## src/logic/pqt_pkg.sv

```systemverilog
/*
 * Package for the pattern-qualified trigger: register map, field layout,
 * mode encodings and timing constants.
 * Assumes a 25 MHz trigger clock and a 32-bit Avalon-MM register bus.
 */
package pqt_pkg;

    // ==========================================================
    // Geometry and timing
    // ==========================================================
    localparam int N_IN = 5;
    localparam int CLK_HZ = 25000000;
    localparam int CLK_NS = 40;
    localparam int HOLD_MIN_NS = 10;
    localparam int HOLD_MIN_CYC = (HOLD_MIN_NS + CLK_NS - 1) / CLK_NS;
    localparam int MAX_EVENTS = 99999999;
    localparam int MAX_TIME_S = 20;
    localparam longint MAX_TIME_CYC = longint'(MAX_TIME_S) * longint'(CLK_HZ);
    localparam int CNT_W = 32;

    // ==========================================================
    // Register byte offsets
    // ==========================================================
    localparam logic [3:0] REG_CTRL = 4'h0;
    localparam logic [3:0] REG_PAT = 4'h4;
    localparam logic [3:0] REG_HOLD = 4'h8;
    localparam logic [3:0] REG_WAIT = 4'hC;
    localparam logic [3:0] REG_STAT = 4'h0 + 4'h0;
    localparam logic [5:0] REG_STAT_FULL = 6'h10;
    localparam logic [5:0] REG_COUNT_FULL = 6'h14;

    // ==========================================================
    // CTRL fields
    // ==========================================================
    localparam int CTRL_EN = 0;
    localparam int CTRL_MODE_LO = 1;
    localparam int CTRL_EXIT = 3;
    localparam int CTRL_HOLD_LO = 4;
    localparam int CTRL_WAIT_LO = 6;
    localparam int CTRL_ABSENT = 8;
    localparam int CTRL_SRC_LO = 9;
    localparam int CTRL_SLOPE_NEG = 12;
    localparam logic [31:0] CTRL_RST = 32'h0000_0000;

    // PAT: bits [4:0] care mask, bits [12:8] required level
    localparam int PAT_CARE_LO = 0;
    localparam int PAT_LVL_LO = 8;

    typedef enum logic [1:0] {
        PQT_MODE_PATTERN = 2'h0,
        PQT_MODE_STATE = 2'h1,
        PQT_MODE_EDGE = 2'h2
    } pqt_mode_t;

    typedef enum logic [1:0] {
        PQT_HOLD_NONE = 2'h0,
        PQT_HOLD_TIME = 2'h1,
        PQT_HOLD_EVENTS = 2'h2
    } pqt_hold_t;

    typedef enum logic [1:0] {
        PQT_WAIT_NOW = 2'h0,
        PQT_WAIT_WITHIN = 2'h1,
        PQT_WAIT_DELAY = 2'h2,
        PQT_WAIT_EVENTS = 2'h3
    } pqt_wait_t;

    typedef struct packed {
        logic enable;
        pqt_mode_t mode;
        logic on_exit;
        pqt_hold_t hold;
        pqt_wait_t wait_kind;
        logic use_absent;
        logic [2:0] source;
        logic slope_neg;
    } pqt_cfg_t;

    typedef struct packed {
        logic [N_IN-1:0] care;
        logic [N_IN-1:0] level;
    } pqt_pat_t;

endpackage : pqt_pkg

```

## src/logic/pqt_trigger.sv

```systemverilog
/*
 * Pattern and qualified trigger decision logic with an Avalon-MM slave.
 * Assumes comparator states arrive asynchronously, one per input
 * (channels one to four, then the external trigger input), and that
 * the acquisition system takes the one-cycle trigger pulse.
 */
// Added by the designer: the placing of the registers and the Avalon-MM register port.
// Summary of operation
// - Pattern is the AND of selected input states, each wanted high or low.
// - Input state is high above its level, low below it.
// - Pattern present only when every required term holds.
// - Pattern trigger fires on entering or on exiting, as configured.
// - Pattern trigger supports hold-off by time or by event count.
// - Each input has its own comparator threshold, set outside.
// - In qualified modes the pattern validation enables a separate source.
// - State-qualified: enable lasts only while the pattern holds.
// - Edge-qualified: validation alone arms the trigger.
// - Qualified fire: immediately, within a time, after delay, or after events.
// - Qualified timer or counter restarts on every validation.
// - Qualification may use pattern presence or absence.
// - The trigger source is excluded from the qualifying pattern.
// - Qualified trigger fires only on a source event, never on pattern alone.
// - Wait programmable as a time or an event count.
// - State time wait: fire after delay from pattern start, pattern still on.
// - Wait timer restarts each time the pattern begins.
// - Event wait counter clears at pattern start, counts while pattern remains.
// - Trigger issued on the source event that reaches the count.
// - Timeout enabled at pattern start, disabled at pattern end.
// - An event is the source crossing its level on the selected slope.
// - Pattern built from four channels and the external input.
// - Each term is high, low or don't-care.
`timescale 1ns/100ps
module pqt_trigger
#(
    parameter int CNT_W = pqt_pkg::CNT_W
)
(
    input wire logic clk,
    input wire logic reset,
    input wire logic [pqt_pkg::N_IN-1:0] comp_state,
    input wire logic [3:0] avs_address,
    input wire logic avs_read,
    input wire logic avs_write,
    input wire logic [31:0] avs_writedata,
    output logic [31:0] avs_readdata,
    output logic avs_waitrequest,
    output logic trigger_out
);

    // ==========================================================
    // Registers
    // ==========================================================
    pqt_pkg::pqt_cfg_t cfg_q;
    pqt_pkg::pqt_pat_t pat_q;
    logic [CNT_W-1:0] hold_val_q;
    logic [CNT_W-1:0] wait_val_q;
    logic [15:0] trig_count_q;
    logic rd_done_q;
    logic [31:0] rdata_q;

    // Answer one cycle after the request appears: waitrequest low then
    assign avs_waitrequest = (avs_read & ~rd_done_q);

    always_ff @(posedge clk)
    begin
        if (reset)
            rd_done_q <= 1'b0;
        else
            rd_done_q <= avs_read & ~rd_done_q;
    end

    always_ff @(posedge clk)
    begin
        if (reset)
        begin
            cfg_q <= pqt_pkg::pqt_cfg_t'(pqt_pkg::CTRL_RST[12:0]);
            pat_q <= '0;
            hold_val_q <= '0;
            wait_val_q <= '0;
        end
        else if (avs_write)
        begin
            case ({avs_address[3:2], 2'b00})
                pqt_pkg::REG_CTRL: cfg_q <= pqt_pkg::pqt_cfg_t'({
                    avs_writedata[pqt_pkg::CTRL_EN],
                    avs_writedata[pqt_pkg::CTRL_MODE_LO +: 2],
                    avs_writedata[pqt_pkg::CTRL_EXIT],
                    avs_writedata[pqt_pkg::CTRL_HOLD_LO +: 2],
                    avs_writedata[pqt_pkg::CTRL_WAIT_LO +: 2],
                    avs_writedata[pqt_pkg::CTRL_ABSENT],
                    avs_writedata[pqt_pkg::CTRL_SRC_LO +: 3],
                    avs_writedata[pqt_pkg::CTRL_SLOPE_NEG]});
                pqt_pkg::REG_PAT: pat_q <= {
                    avs_writedata[pqt_pkg::PAT_CARE_LO +: pqt_pkg::N_IN],
                    avs_writedata[pqt_pkg::PAT_LVL_LO +: pqt_pkg::N_IN]};
                pqt_pkg::REG_HOLD: hold_val_q <= avs_writedata[CNT_W-1:0];
                pqt_pkg::REG_WAIT: wait_val_q <= avs_writedata[CNT_W-1:0];
                default: ;
            endcase
        end
    end

    // ==========================================================
    // Input synchroniser and edge detection
    // ==========================================================
    logic [pqt_pkg::N_IN-1:0] meta_q;
    logic [pqt_pkg::N_IN-1:0] sync_q;
    logic [pqt_pkg::N_IN-1:0] prev_q;

    always_ff @(posedge clk)
    begin
        if (reset)
        begin
            meta_q <= '0;
            sync_q <= '0;
            prev_q <= '0;
        end
        else
        begin
            meta_q <= comp_state;
            sync_q <= meta_q;
            prev_q <= sync_q;
        end
    end

    // ==========================================================
    // Pattern evaluation
    // ==========================================================
    function automatic logic pat_eval(
        input logic [pqt_pkg::N_IN-1:0] st,
        input logic [pqt_pkg::N_IN-1:0] care,
        input logic [pqt_pkg::N_IN-1:0] lvl
    );
        pat_eval = &(~care | ~(st ^ lvl));
    endfunction : pat_eval

    logic qualified;
    logic [pqt_pkg::N_IN-1:0] care_eff;
    logic raw_now;
    logic raw_prev;
    logic pat_now;
    logic pat_prev;
    logic pat_begin;
    logic pat_end;
    logic src_now;
    logic src_prev;
    logic src_event;

    assign qualified = (cfg_q.mode != pqt_pkg::PQT_MODE_PATTERN);

    always_comb
    begin
        care_eff = pat_q.care;
        if (qualified && (cfg_q.source < 3'(pqt_pkg::N_IN)))
            care_eff[cfg_q.source] = 1'b0;
    end

    // Threshold per input sits in the comparator ahead of this block
    assign raw_now = pat_eval(sync_q, care_eff, pat_q.level);
    assign raw_prev = pat_eval(prev_q, care_eff, pat_q.level);
    assign pat_now = raw_now ^ (qualified & cfg_q.use_absent);
    assign pat_prev = raw_prev ^ (qualified & cfg_q.use_absent);
    assign pat_begin = pat_now & ~pat_prev;
    assign pat_end = ~pat_now & pat_prev;

    assign src_now = (cfg_q.source < 3'(pqt_pkg::N_IN)) ? sync_q[cfg_q.source] : 1'b0;
    assign src_prev = (cfg_q.source < 3'(pqt_pkg::N_IN)) ? prev_q[cfg_q.source] : 1'b0;
    assign src_event = cfg_q.slope_neg ? (src_prev & ~src_now) : (~src_prev & src_now);

    // ==========================================================
    // Qualifier: armed flag, wait timer and event counter
    // ==========================================================
    logic armed_q;
    logic [CNT_W-1:0] wcnt_q;
    logic wait_ok;
    logic fire_qual;
    logic holding;

    always_ff @(posedge clk)
    begin
        if (reset)
            armed_q <= 1'b0;
        else if (pat_begin)
            armed_q <= 1'b1;
        else if (cfg_q.mode == pqt_pkg::PQT_MODE_STATE && !pat_now)
            armed_q <= 1'b0;
        else if (cfg_q.mode == pqt_pkg::PQT_MODE_EDGE && fire_qual)
            armed_q <= 1'b0;
    end

    // One counter serves both time and event waits; the kind picks what it counts
    always_ff @(posedge clk)
    begin
        if (reset)
            wcnt_q <= '0;
        else if (pat_begin)
            wcnt_q <= '0;
        else if (armed_q && wcnt_q != '1)
        begin
            if (cfg_q.wait_kind == pqt_pkg::PQT_WAIT_EVENTS)
                wcnt_q <= wcnt_q + CNT_W'(src_event);
            else
                wcnt_q <= wcnt_q + 1'b1;
        end
    end

    always_comb
    begin
        case (cfg_q.wait_kind)
            pqt_pkg::PQT_WAIT_NOW: wait_ok = 1'b1;
            pqt_pkg::PQT_WAIT_WITHIN: wait_ok = (wcnt_q < wait_val_q);
            pqt_pkg::PQT_WAIT_DELAY: wait_ok = (wcnt_q >= wait_val_q);
            pqt_pkg::PQT_WAIT_EVENTS: wait_ok = (wcnt_q + 1'b1 >= wait_val_q);
            default: wait_ok = 1'b0;
        endcase
    end

    // Source event alone ever fires; the pattern only gates it
    assign fire_qual = armed_q & src_event & wait_ok
        & ((cfg_q.mode == pqt_pkg::PQT_MODE_EDGE) | pat_now);

    // ==========================================================
    // Pattern trigger and hold-off
    // ==========================================================
    logic fire_pat;
    logic fire_any;
    logic [CNT_W-1:0] hcnt_q;
    logic hold_q;

    assign fire_pat = cfg_q.on_exit ? pat_end : pat_begin;
    assign fire_any = cfg_q.enable & ~holding
        & (qualified ? fire_qual : fire_pat);

    // Hold-off events are the same kind of potential trigger being suppressed
    assign holding = hold_q;

    always_ff @(posedge clk)
    begin
        if (reset)
        begin
            hold_q <= 1'b0;
            hcnt_q <= '0;
        end
        else if (fire_any && cfg_q.hold != pqt_pkg::PQT_HOLD_NONE)
        begin
            hold_q <= 1'b1;
            hcnt_q <= '0;
        end
        else if (hold_q)
        begin
            if (cfg_q.hold == pqt_pkg::PQT_HOLD_TIME)
            begin
                hcnt_q <= hcnt_q + 1'b1;
                if (hcnt_q + 1'b1 >= hold_val_q)
                    hold_q <= 1'b0;
            end
            else if (cfg_q.hold == pqt_pkg::PQT_HOLD_EVENTS)
            begin
                if (qualified ? fire_qual : fire_pat)
                begin
                    hcnt_q <= hcnt_q + 1'b1;
                    if (hcnt_q + 1'b1 >= hold_val_q)
                        hold_q <= 1'b0;
                end
            end
            else
                hold_q <= 1'b0;
        end
    end

    always_ff @(posedge clk)
    begin
        if (reset)
            trigger_out <= 1'b0;
        else
            trigger_out <= fire_any;
    end

    always_ff @(posedge clk)
    begin
        if (reset)
            trig_count_q <= '0;
        else if (fire_any)
            trig_count_q <= trig_count_q + 1'b1;
    end

    // ==========================================================
    // Read data
    // ==========================================================
    always_ff @(posedge clk)
    begin
        if (reset)
            rdata_q <= '0;
        else if (avs_read)
        begin
            case ({2'b00, avs_address[3:2], 2'b00})
                6'(pqt_pkg::REG_CTRL): rdata_q <= {19'h0, cfg_q.slope_neg, cfg_q.source,
                    cfg_q.use_absent, cfg_q.wait_kind, cfg_q.hold, cfg_q.on_exit,
                    cfg_q.mode, cfg_q.enable};
                6'(pqt_pkg::REG_PAT): rdata_q <= {19'h0, pat_q.level, 3'h0, pat_q.care};
                6'(pqt_pkg::REG_HOLD): rdata_q <= 32'(hold_val_q);
                default: rdata_q <= {13'h0, trig_count_q, armed_q, hold_q, pat_now};
            endcase
        end
    end

    assign avs_readdata = rdata_q;

endmodule : pqt_trigger

```

## config.mk

```make
export PLATFORM = sky130hd
export DESIGN_NAME = pqt_trigger
export DESIGN_NICKNAME = d
export VERILOG_FILES = /design/src/logic/pqt_pkg.sv /design/src/logic/pqt_trigger.sv
export SDC_FILE = /design/constraint.sdc
export NUM_CORES = 1
export LEC_CHECK = 0
export BUFFER_PORTS_ARGS = -buffer_cell sky130_fd_sc_hd__buf_2
export CORE_UTILIZATION = 62
export DETAILED_ROUTE_END_ITERATION = 10
export PLACE_DENSITY = 0.81
export SYNTH_ARGS = -nofsm -noshare
export SYNTH_HDL_FRONTEND = slang
export SYNTH_SLANG_ARGS = --single-unit
export TNS_END_PERCENT = 5
```

## constraint.sdc

```tcl
create_clock -name clk -period 4.7 [get_ports clk]
set_input_delay 0.47 -clock clk [delete_from_list [all_inputs] [get_ports clk]]
set_output_delay 0.47 -clock clk [all_outputs]
set_load 0.02 [all_outputs]
```

After elaboration in Yosys (flattened, before gate mapping) --
Index checks and enable logic that the tools add are counted.
Storage, ports and cells: register bits after elaboration 218, input port bits 45, output and inout bits 34, logic and storage cells 124
Operators by class: add/sub/neg operators 4, magnitude comparators 7, equality and inequality tests 11, muxes and demuxes 27, bitwise operators 29, reduce and logical (&&, ||, !) cells 23
Operator list (count):
- 32-bit 2-to-1 mux | 4
- 32-bit >= comparator | 3
- 32-bit case mux with 3 select lines | 1
- 32-bit by 1-bit adder with 32-bit output, second input constant | 2
- 32-bit by 1-bit adder with 32-bit output | 1
- 32-bit less-than comparator | 1
- 32-bit inequality test, second input constant | 1
- 5-bit inverter | 4
- 1-bit 2-to-1 mux | 17
- 16-bit by 1-bit adder with 16-bit output, second input constant | 1
- 2-bit equality test, second input constant | 6
- 1-bit bitwise AND | 11
- 5-bit bitwise OR | 2
- 5-bit AND reduction | 2
- 5-bit XOR | 2
- 2-bit by 1-bit equality test with 1-bit output, second input constant | 4
- 2-bit AND reduction | 4
- 2-bit nonzero test | 4
- 1-bit binary-select mux with 3-bit select | 2
- 1-bit logical AND | 6
- 1-bit inverter | 6
- 5-bit bitwise AND | 1
- 5-bit 2-to-1 mux | 1
- 2-bit logical NOT | 2
- 11 further kinds | 13

Depth between registers and ports, before layout --
Gate-level depths: netlist of the first run.
depth after elaboration 20, gate-level depth with buffers 21, mapped depth without buffers 17

Least setup slack after synthesis of the first run --
No wires, ideal clock.
kind flip-flop to flip-flop, from register wcnt_q[24], to register trig_count_q[14], setup time 0.121 ns, data arrival time 4.035 ns, setup slack 0.544 ns, cell stages (with the launch flop) 19, buffers on the path 2, clock period less this slack 4.156 ns, path through dfxtp_1 -> clkbuf_1 -> nand4_1 -> or2_2 -> nor2_1 -> nand4_1 -> or4_1 -> xnor2_1 -> ha_1 -> nand4_1 -> nor4_1 -> nand3_1 -> a31oi_1 -> nor3_1 -> a21oi_2 -> o21ai_1 -> buf_2 -> nor4_1 -> mux2_2
On the way: word-level cells in the longest chain between the ends 7, elaborated cells on any way between the ends 9, classes of those cells 1 x add/sub; 3 x order compare; 2 x mux; 3 x bitwise
Ends and longest elaborated chain:
- start, declared | line pqt_trigger.sv:174 | logic [CNT_W-1:0] wcnt_q;
- start signal, assigned | line pqt_trigger.sv:201 | wcnt_q <= wcnt_q + CNT_W'(src_event);
- start signal, assigned | line pqt_trigger.sv:203 | wcnt_q <= wcnt_q + 1'b1;
- 32-bit by 1-bit adder with 32-bit output | line pqt_trigger.sv:213 | pqt_pkg::PQT_WAIT_EVENTS: wait_ok = (wcnt_q + 1'b1 >= wait_val_q);
- 32-bit >= comparator | line pqt_trigger.sv:213
- 1-bit case mux with 4 select lines * | line pqt_trigger.sv:209 | case (cfg_q.wait_kind)
- 1-bit bitwise AND * | line pqt_trigger.sv:219 | assign fire_qual = armed_q & src_event & wait_ok
- 1-bit bitwise AND * | line pqt_trigger.sv:220 | & ((cfg_q.mode == pqt_pkg::PQT_MODE_EDGE) | pat_now);
- 1-bit 2-to-1 mux * | line pqt_trigger.sv:232 | & (qualified ? fire_qual : fire_pat);
- 1-bit bitwise AND * | line pqt_trigger.sv:232
- end signal, assigned | line pqt_trigger.sv:284 | trig_count_q <= trig_count_q + 1'b1;
- end, declared | line pqt_trigger.sv:57 | logic [15:0] trig_count_q;
Mark *: on every way between the ends. The rest lies on a longest branch, timed or not. A chain may end at the register's enable or synchronous reset.

Worst setup path after layout of the first run --
from register wcnt_q[7], to register hcnt_q[30]
On the way: word-level cells in the longest chain between the ends 9, elaborated cells on any way between the ends 13, classes of those cells 1 x add/sub; 3 x order compare; 2 x mux; 3 x bitwise; 4 x reduce/logical
Ends and longest elaborated chain:
- 32-bit by 1-bit adder with 32-bit output | line pqt_trigger.sv:213
- 32-bit >= comparator | line pqt_trigger.sv:213
- 1-bit case mux with 4 select lines * | line pqt_trigger.sv:209
- 1-bit bitwise AND * | line pqt_trigger.sv:219
- 1-bit bitwise AND * | line pqt_trigger.sv:220
- 1-bit 2-to-1 mux * | line pqt_trigger.sv:232, pqt_trigger.sv:259
- 1-bit bitwise AND | line pqt_trigger.sv:232
- 1-bit logical AND | line pqt_trigger.sv:244 | else if (fire_any && cfg_q.hold != pqt_pkg::PQT_HOLD_NONE)
- 2-bit OR reduction (no line)
- end signal, assigned | line pqt_trigger.sv:253 | hcnt_q <= hcnt_q + 1'b1;
- end signal, assigned | line pqt_trigger.sv:261 | hcnt_q <= hcnt_q + 1'b1;
- end, declared | line pqt_trigger.sv:227 | logic [CNT_W-1:0] hcnt_q;
Marks and branches as above.

==> run_results.csv, run 1 <==
group,metric,value,unit
synth,syn_area,12600,µm²
placement,place_congestion,0.926,
routing,drt_wl_total,31700,µm
critical_path,arrival,4.87,ns
critical_path,critPathCapture,"hcnt_q[30]",
critical_path,rr_startpoint,"wcnt_q[7]",
critical_path,critical_path.max_stage_delay,0.61,ns
critical_path,crit_slowest_cell,"or4b_2",
min_path,min_path_type,"in -> reg",
critical_path,cp-startpoint,"wcnt_q[7]",
pwr,p_per_area,301,nW/µm²
timing,fin_crit,4.44,ns
pwr,power.total,0.00424,W
synth,avgSynthCellArea,8.07,µm²
cells_and_area,drive_gt1_frac,0.117,
synth,synth_top_family_by_area,"simple AND/OR/NAND/NOR gates",
global_route,antenna_found_initial,0,
synth,ys_types,70,
clock_tree,cts.sinks,218,
floorplan,pin_count,79,
cells_and_area,final_common_cell,"nand2_1",
timing,hold_viol_final,0,
global_route,grt_usage,0.308,
timing,slew-limit-headroom,0.211,
floorplan,rows,51,
critical_path,rr_worst_depth,17,
global_route,overflow,0,
floorplan,initial_utilization,0.639,
synth,synth_xor_area_frac,0.0730,
clock_tree,cts_setup_buffers,0,
critical_path,cp-start-kind,"register",
synth,ys.flop_type,"dfxtp_1",
global_route,grt_max_degree,60,
global_route,grt_pass1_vias,10500,
critical_path,crit_top_cell,"nand4_1",
clock_tree,cts_tree,"yes",
synth,ys_ff_latch,218,
critical_path,crit_required,5.14,ns
placement,place_ws,0.166,ns
timing,max_freq,225,MHz
timing,rsz0062_at_grt,"no",
synth,synth_compound_gate_area_share,0.149,
clock_tree,insertion_delay,0.52,ns
job,cap_violations,0,
cells_and_area,final_cell_mix,"nand2_1, dfxtp_1, a21oi_1",
clock_tree,ctsHtreeMaxLevel,1,
clock_tree,clk_pin_slew_worst_paths,0.07,ns
routing,drtAntennaViolNets,0,
run_status,status,"complete, no violations",
synth,netlist_instances,1561,
floorplan,core,19700,µm²
synth,synth_mux_area_frac,0.0449,
critical_path,crit_cells,17,
timing,setup_ws,0.263,ns
critical_path,crit_chain,"nand4_1 -> or2_2 -> nor2_1 -> nand3_1 -> xnor2_1 -> ha_1 -> nand4_1 -> nor3_2 -> or4b_2 -> a31oi_1 -> nor3_1 -> a21oi_2 -> buf_4 -> o21ai_2 -> buf_12 -> or3_1 -> a21oi_1",
critical_path,reg2reg_slack,0.26,ns
timing,finalSetupViolations,0,
synth,synth_fa_ha_area_frac,0.103,
critical_path,critPathMaxFanout,47,
synth,syn_nets,1710,
clock_tree,cts_root_buf,"clkbuf_16",
synth,ys_seq_area_frac,0.346,
pwr,ir_worst_vdd,0.294,mV
critical_path,path_buf_inv,2,
floorplan,die_h,145,µm
critical_path,cp_top_family,"simple AND/OR/NAND/NOR gates",
routing,drt_iter0_drc,940,
placement,dp_hpwl,23000,µm
synth,yosysWarnings,0,
routing,dr.pass1.iters,5,
timing,slew_violations,0,
timing,fin_skew,0.0154,ns
routing,via_count,11300,
synth,synth-edff-count,0,
floorplan,die_w,145,µm
critical_path,endpoint_kind,"register",
pwr,leakage,5.59,nW
cells_and_area,syn2layout_area_growth,11.8,%
placement,io_buffers,76,
cells_and_area,nets,1761,
clock_tree,cts_buffer_depth,3,
critical_path,r2r_end,"hcnt_q[30]",
global_route,grt_pass1_wl,51300,µm
synth,ys_async_sr_fraction,0,
timing,setup_tns,0,ns
cells_and_area,insertedDiodeCount,0,
routing,drc,0,
routing,wl_per_cell,16.7,µm
timing,tightest_slew,1.18,ns
clock_tree,postCtsHoldBufs,0,
clock_tree,cts_buffers,24,
synth,synth-simple-area-share,0.229,
routing,routed_via_density,5.95,
floorplan,die_area,20900,µm²
cells_and_area,utilization,0.714,
critical_path,criticalPathCategory,"reg -> reg",
timing,fin_crit_sh,0.944,
==> synth_stat cells, types with 6 or more instances <==
cell type | number | area, µm²
a211oi_1 | 6 | 45.0
a21o_1 | 15 | 113
a21oi_1 | 169 | 846
and2_1 | 7 | 43.8
and3_1 | 14 | 87.6
and4_1 | 8 | 70.1
buf_2 | 12 | 60.1
clkbuf_1 | 57 | 214
dfxtp_1 | 218 | 4360
ha_1 | 104 | 1300
inv_1 | 89 | 334
mux2i_1 | 25 | 250
mux4_2 | 12 | 270
nand2_1 | 237 | 890
nand3_1 | 51 | 255
nand4_1 | 32 | 200
nor2_1 | 132 | 495
nor2b_1 | 47 | 294
nor3_1 | 9 | 45.0
nor4_1 | 7 | 43.8
o211ai_1 | 14 | 105
o21ai_0 | 62 | 310
o31ai_1 | 7 | 52.6
or3_1 | 34 | 213
or4_1 | 8 | 60.1
xnor2_1 | 57 | 499
xor2_1 | 48 | 420
==> final cells by class <==
type | count | area (µm²)
repair buffers | 104 | 618
clock buffers | 34 | 719
fillers | 1502 | 5630
inverters | 89 | 334
flip-flops and latches | 218 | 4370
multi-input cells | 1175 | 7580
well taps | 265 | 332
clock inverters | 10 | 133
==> layer usage <==
metal | vias to the layer above | GRT usage | part of all wire
met5 | - | 0 | 0
met4 | 0 | 0.114 | 0.032
met3 | 69 | 0.0483 | 0.074
met2 | 376 | 0.510 | 0.46
met1 | 5339 | 0.403 | 0.43
li1 | 5489 | - | -
==> worst reg2reg max path: stages, from the launching register on <==
cell	delay [ns]
dfxtp_1	0.45
nand4_1	0.18
or2_2	0.39
nor2_1	0.17
nand3_1	0.11
xnor2_1	0.16
ha_1	0.31
nand4_1	0.18
nor3_2	0.27
or4b_2	0.61
a31oi_1	0.19
nor3_1	0.11
a21oi_2	0.22
buf_4	0.22
o21ai_2	0.10
buf_12	0.19
or3_1	0.33
a21oi_1	0.16
==> power by group <==
| group | internal [W] | switching (W) | total [W] |
|---|---|---|---|
| logic | 0.000116 | 0.000202 | 0.000318 |
| registers | 0.00188 | 0.0000323 | 0.00192 |
| clock network | 0.00123 | 0.000774 | 0.00200 |
==> through the flow <==
stage          hold WS (ns)  instance area [µm²]  cells
2_1_floorplan         0.414                12600   1561
3_3_place_gp          0.420                13200   1851
3_5_place_dp          0.423                13200   1851
4_1_cts               0.148                14100   1895
5_1_grt               0.143                14100   1895
6_report              0.156                14100   1895
==> cell families after synthesis <==
family                   Yosys count
flip-flops                       218
AO/OA/AOI/OAI                    316
AND/OR/NAND/NOR                  609
adder cells (fa/ha/maj)          104
buffers and inverters            168
XOR/XNOR                         105
multiplexers                      41
==> what timing repair did <==
| item | 4_1_cts | 5_1_grt |
|---|---|---|
| endpoints found under the setup margin | 0 | 46 |
| gates resized for setup | 0 | 9 |
| hold endpoints to repair | 0 | 0 |
==> worst min path at each step <==
| stage | start | end | slack [ns] | cells past startpoint |
|---|---|---|---|---|
| 2_1_floorplan | meta_q[0] | sync_q[0] | 0.41 | 1 |
| 3_5_place_dp | meta_q[3] | sync_q[3] | 0.42 | 1 |
| 5_1_grt | comp_state[2] | meta_q[2] | 0.14 | 2 |
| 3_3_place_gp | meta_q[3] | sync_q[3] | 0.42 | 1 |
| 6_report | comp_state[2] | meta_q[2] | 0.16 | 2 |
| 4_1_cts | comp_state[2] | meta_q[2] | 0.15 | 2 |
==> registers in the layout, indices dropped and copies added (netlist names) <==
name and cells:
wcnt_q 32, hcnt_q 32, cfg_q 13, prev_q 5
trigger_out 1, meta_q 5, hold_val_q 32, wait_val_q 32
armed_q 1, trig_count_q 16, pat_q 10, hold_q 1
rd_done_q 1, avs_readdata 32, sync_q 5
Power figures use the tool's default switching activity.
==> run 2, diff against run 1 <==
CORE_UTILIZATION = 42   (was 62)
PLACE_DENSITY = not set   (was 0.81)
==> run 2 against run 1 <==
Net effect:
- hold slack got worse by 0.016 ns
- critical path depth increased by 1
- wire length increased by 4.8%
- final cell count increased by 6.9%
- final area increased by 1.7%
- utilization decreased by 23 points
- non-clock buffer count increased by 3
- largest cell class unchanged
- highest routed layer is now met5
==> run_results.csv, run 2 (same netlist as run 1, synthesis figures left out) <==
group,metric,value,unit
critical_path,arrival,4.87,ns
critical_path,critPathMaxFanout,47,
cells_and_area,insertedDiodeCount,0,
floorplan,die_h,175,µm
timing,fin_skew,0.0175,ns
routing,dr.pass1.iters,5,
routing,drt_iter0_drc,627,
routing,via_count,10800,
cells_and_area,syn2layout_area_growth,13.7,%
placement,io_buffers,76,
pwr,leakage,5.64,nW
global_route,grt_usage,0.218,
min_path,hp-start,"comp_state[1]",
floorplan,rows,63,
clock_tree,ctsResizeCount,0,
timing,setup_ws,0.285,ns
global_route,overflow,0,
floorplan,core,29600,µm²
routing,routed_via_density,5.35,
routing,drt_wl_total,33200,µm
routing,wl_per_cell,16.4,µm
global_route,grt_max_degree,66,
critical_path,reg2reg_slack,0.29,ns
critical_path,critical_path.max_stage_delay,0.44,ns
clock_tree,cts_tree,"yes",
clock_tree,cts_buffer_depth,3,
floorplan,initial_utilization,0.426,
pwr,p_per_area,303,nW/µm²
run_status,status,"complete, no violations",
global_route,grt_pass1_wl,54300,µm
clock_tree,cts_root_buf,"clkbuf_16",
clock_tree,clk_pin_slew_worst_paths,0.06,ns
min_path,hold_depth,2,
timing,holdWs,0.140,ns
cells_and_area,nets,1766,
timing,slew_violations,0,
clock_tree,ctsHtreeMaxLevel,1,
clock_tree,insertion_delay,0.54,ns
critical_path,cp-start-kind,"register",
timing,setup_tns,0,ns
min_path,min_path_type,"in -> reg",
timing,tightest_slew,1.04,ns
routing,drc,0,
timing,fin_crit,4.41,ns
clock_tree,postCtsHoldBufs,0,
floorplan,die_area,30700,µm²
timing,hold_viol_final,0,
critical_path,crit_slowest_cell,"dfxtp_1",
job,cap_violations,0,
timing,fin_crit_sh,0.939,
timing,slew-limit-headroom,0.303,
global_route,antenna_found_initial,1,
timing,finalSetupViolations,0,
cells_and_area,finish.instance_area,14300,µm²
placement,place_ws,0.235,ns
cells_and_area,final_common_cell,"nand2_1",
floorplan,die_w,175,µm
clock_tree,cts_setup_buffers,0,
cells_and_area,final_cell_mix,"nand2_1, dfxtp_1, a21oi_1",
timing,rsz0062_at_grt,"no",
critical_path,crit_chain,"nand4_1 -> or2_2 -> nor2_1 -> nand4_1 -> or4_1 -> xnor2_1 -> ha_1 -> nand4_1 -> nor4_2 -> nand3_1 -> a31oi_1 -> nor3_2 -> a21oi_2 -> buf_4 -> o21ai_2 -> buf_12 -> or3_1 -> a21oi_1",
critical_path,rr_worst_depth,18,
critical_path,criticalPathCategory,"reg -> reg",
routing,drtAntennaViolNets,0,
min_path,hold_path_end,"meta_q[1]",
critical_path,rr_startpoint,"wcnt_q[26]",
global_route,grt_pass1_vias,10400,
clock_tree,cts_buffers,26,
floorplan,pin_count,79,
critical_path,endpoint_kind,"register",
clock_tree,cts.sinks,218,
placement,dpl_cell_area,13400,µm²
pwr,ir_worst_vdd,0.199,mV
critical_path,crit_top_cell,"nand4_1",
placement,place_congestion,0.891,
timing,max_freq,227,MHz
critical_path,crit_required,5.16,ns
critical_path,r2r_end,"hcnt_q[17]",
placement,dp_hpwl,24500,µm
pwr,power.total,0.00434,W
cells_and_area,drive_gt1_frac,0.117,
==> run 2: worst max path at each step <==
stage                     cells after the start  startpoint  slack (ns)               end
final                                        18  wcnt_q[26]        0.29        hcnt_q[17]
after global routing                         17  wcnt_q[26]       0.007  trig_count_q[14]
after CTS                                    18  wcnt_q[26]        0.21        hcnt_q[29]
after detailed placement                     18  wcnt_q[26]        0.23        hcnt_q[28]
after global placement                       17  wcnt_q[26]        0.31  trig_count_q[14]
after floorplan                              18  wcnt_q[24]        0.54  trig_count_q[14]
==> run 2: where the power goes <==
part	switching (W)	internal, W	leakage [nW]
registers	0.0000317	0.00188	1.77
clock network	0.000815	0.00129	0.441
logic	0.000203	0.000117	3.43
==> run 2: worst max-delay path, delay by kind of cell (launching register included) <==
kind / cells / cell delay (ns)
AND/OR/NAND/NOR: 10 / 2.29
AO/OA/AOI/OAI: 4 / 0.67
flip-flops: 1 / 0.44
buffers and inverters: 2 / 0.42
adder cells (fa/ha/maj): 1 / 0.32
XOR/XNOR: 1 / 0.17
==> run 2: layout make-up <==
type                       instances  area [µm²]
timing repair buffer             107         653
inverter                          89         334
sequential                       218        4360
tap                              390         488
multi-input combinational       1175        7580
clock buffer                      37         762
clock inverter                    10         145
fill                            2937       15200
==> run 2: per-layer routing <==
metal	global-route usage	share of wire	vias to the layer above
li1	-	-	5497
met1	0.301	0.47	5102
met2	0.360	0.46	199
met3	0.0272	0.043	46
met4	0.0543	0.021	2
met5	0	0.00027	-
==> run 2: metrics by stage <==
stage	cells	utilization
after floorplan	1561	-
after global placement	1979	0.453
after detailed placement	1979	0.453
after CTS	2026	0.484
after global routing	2026	0.485
final	2026	0.485
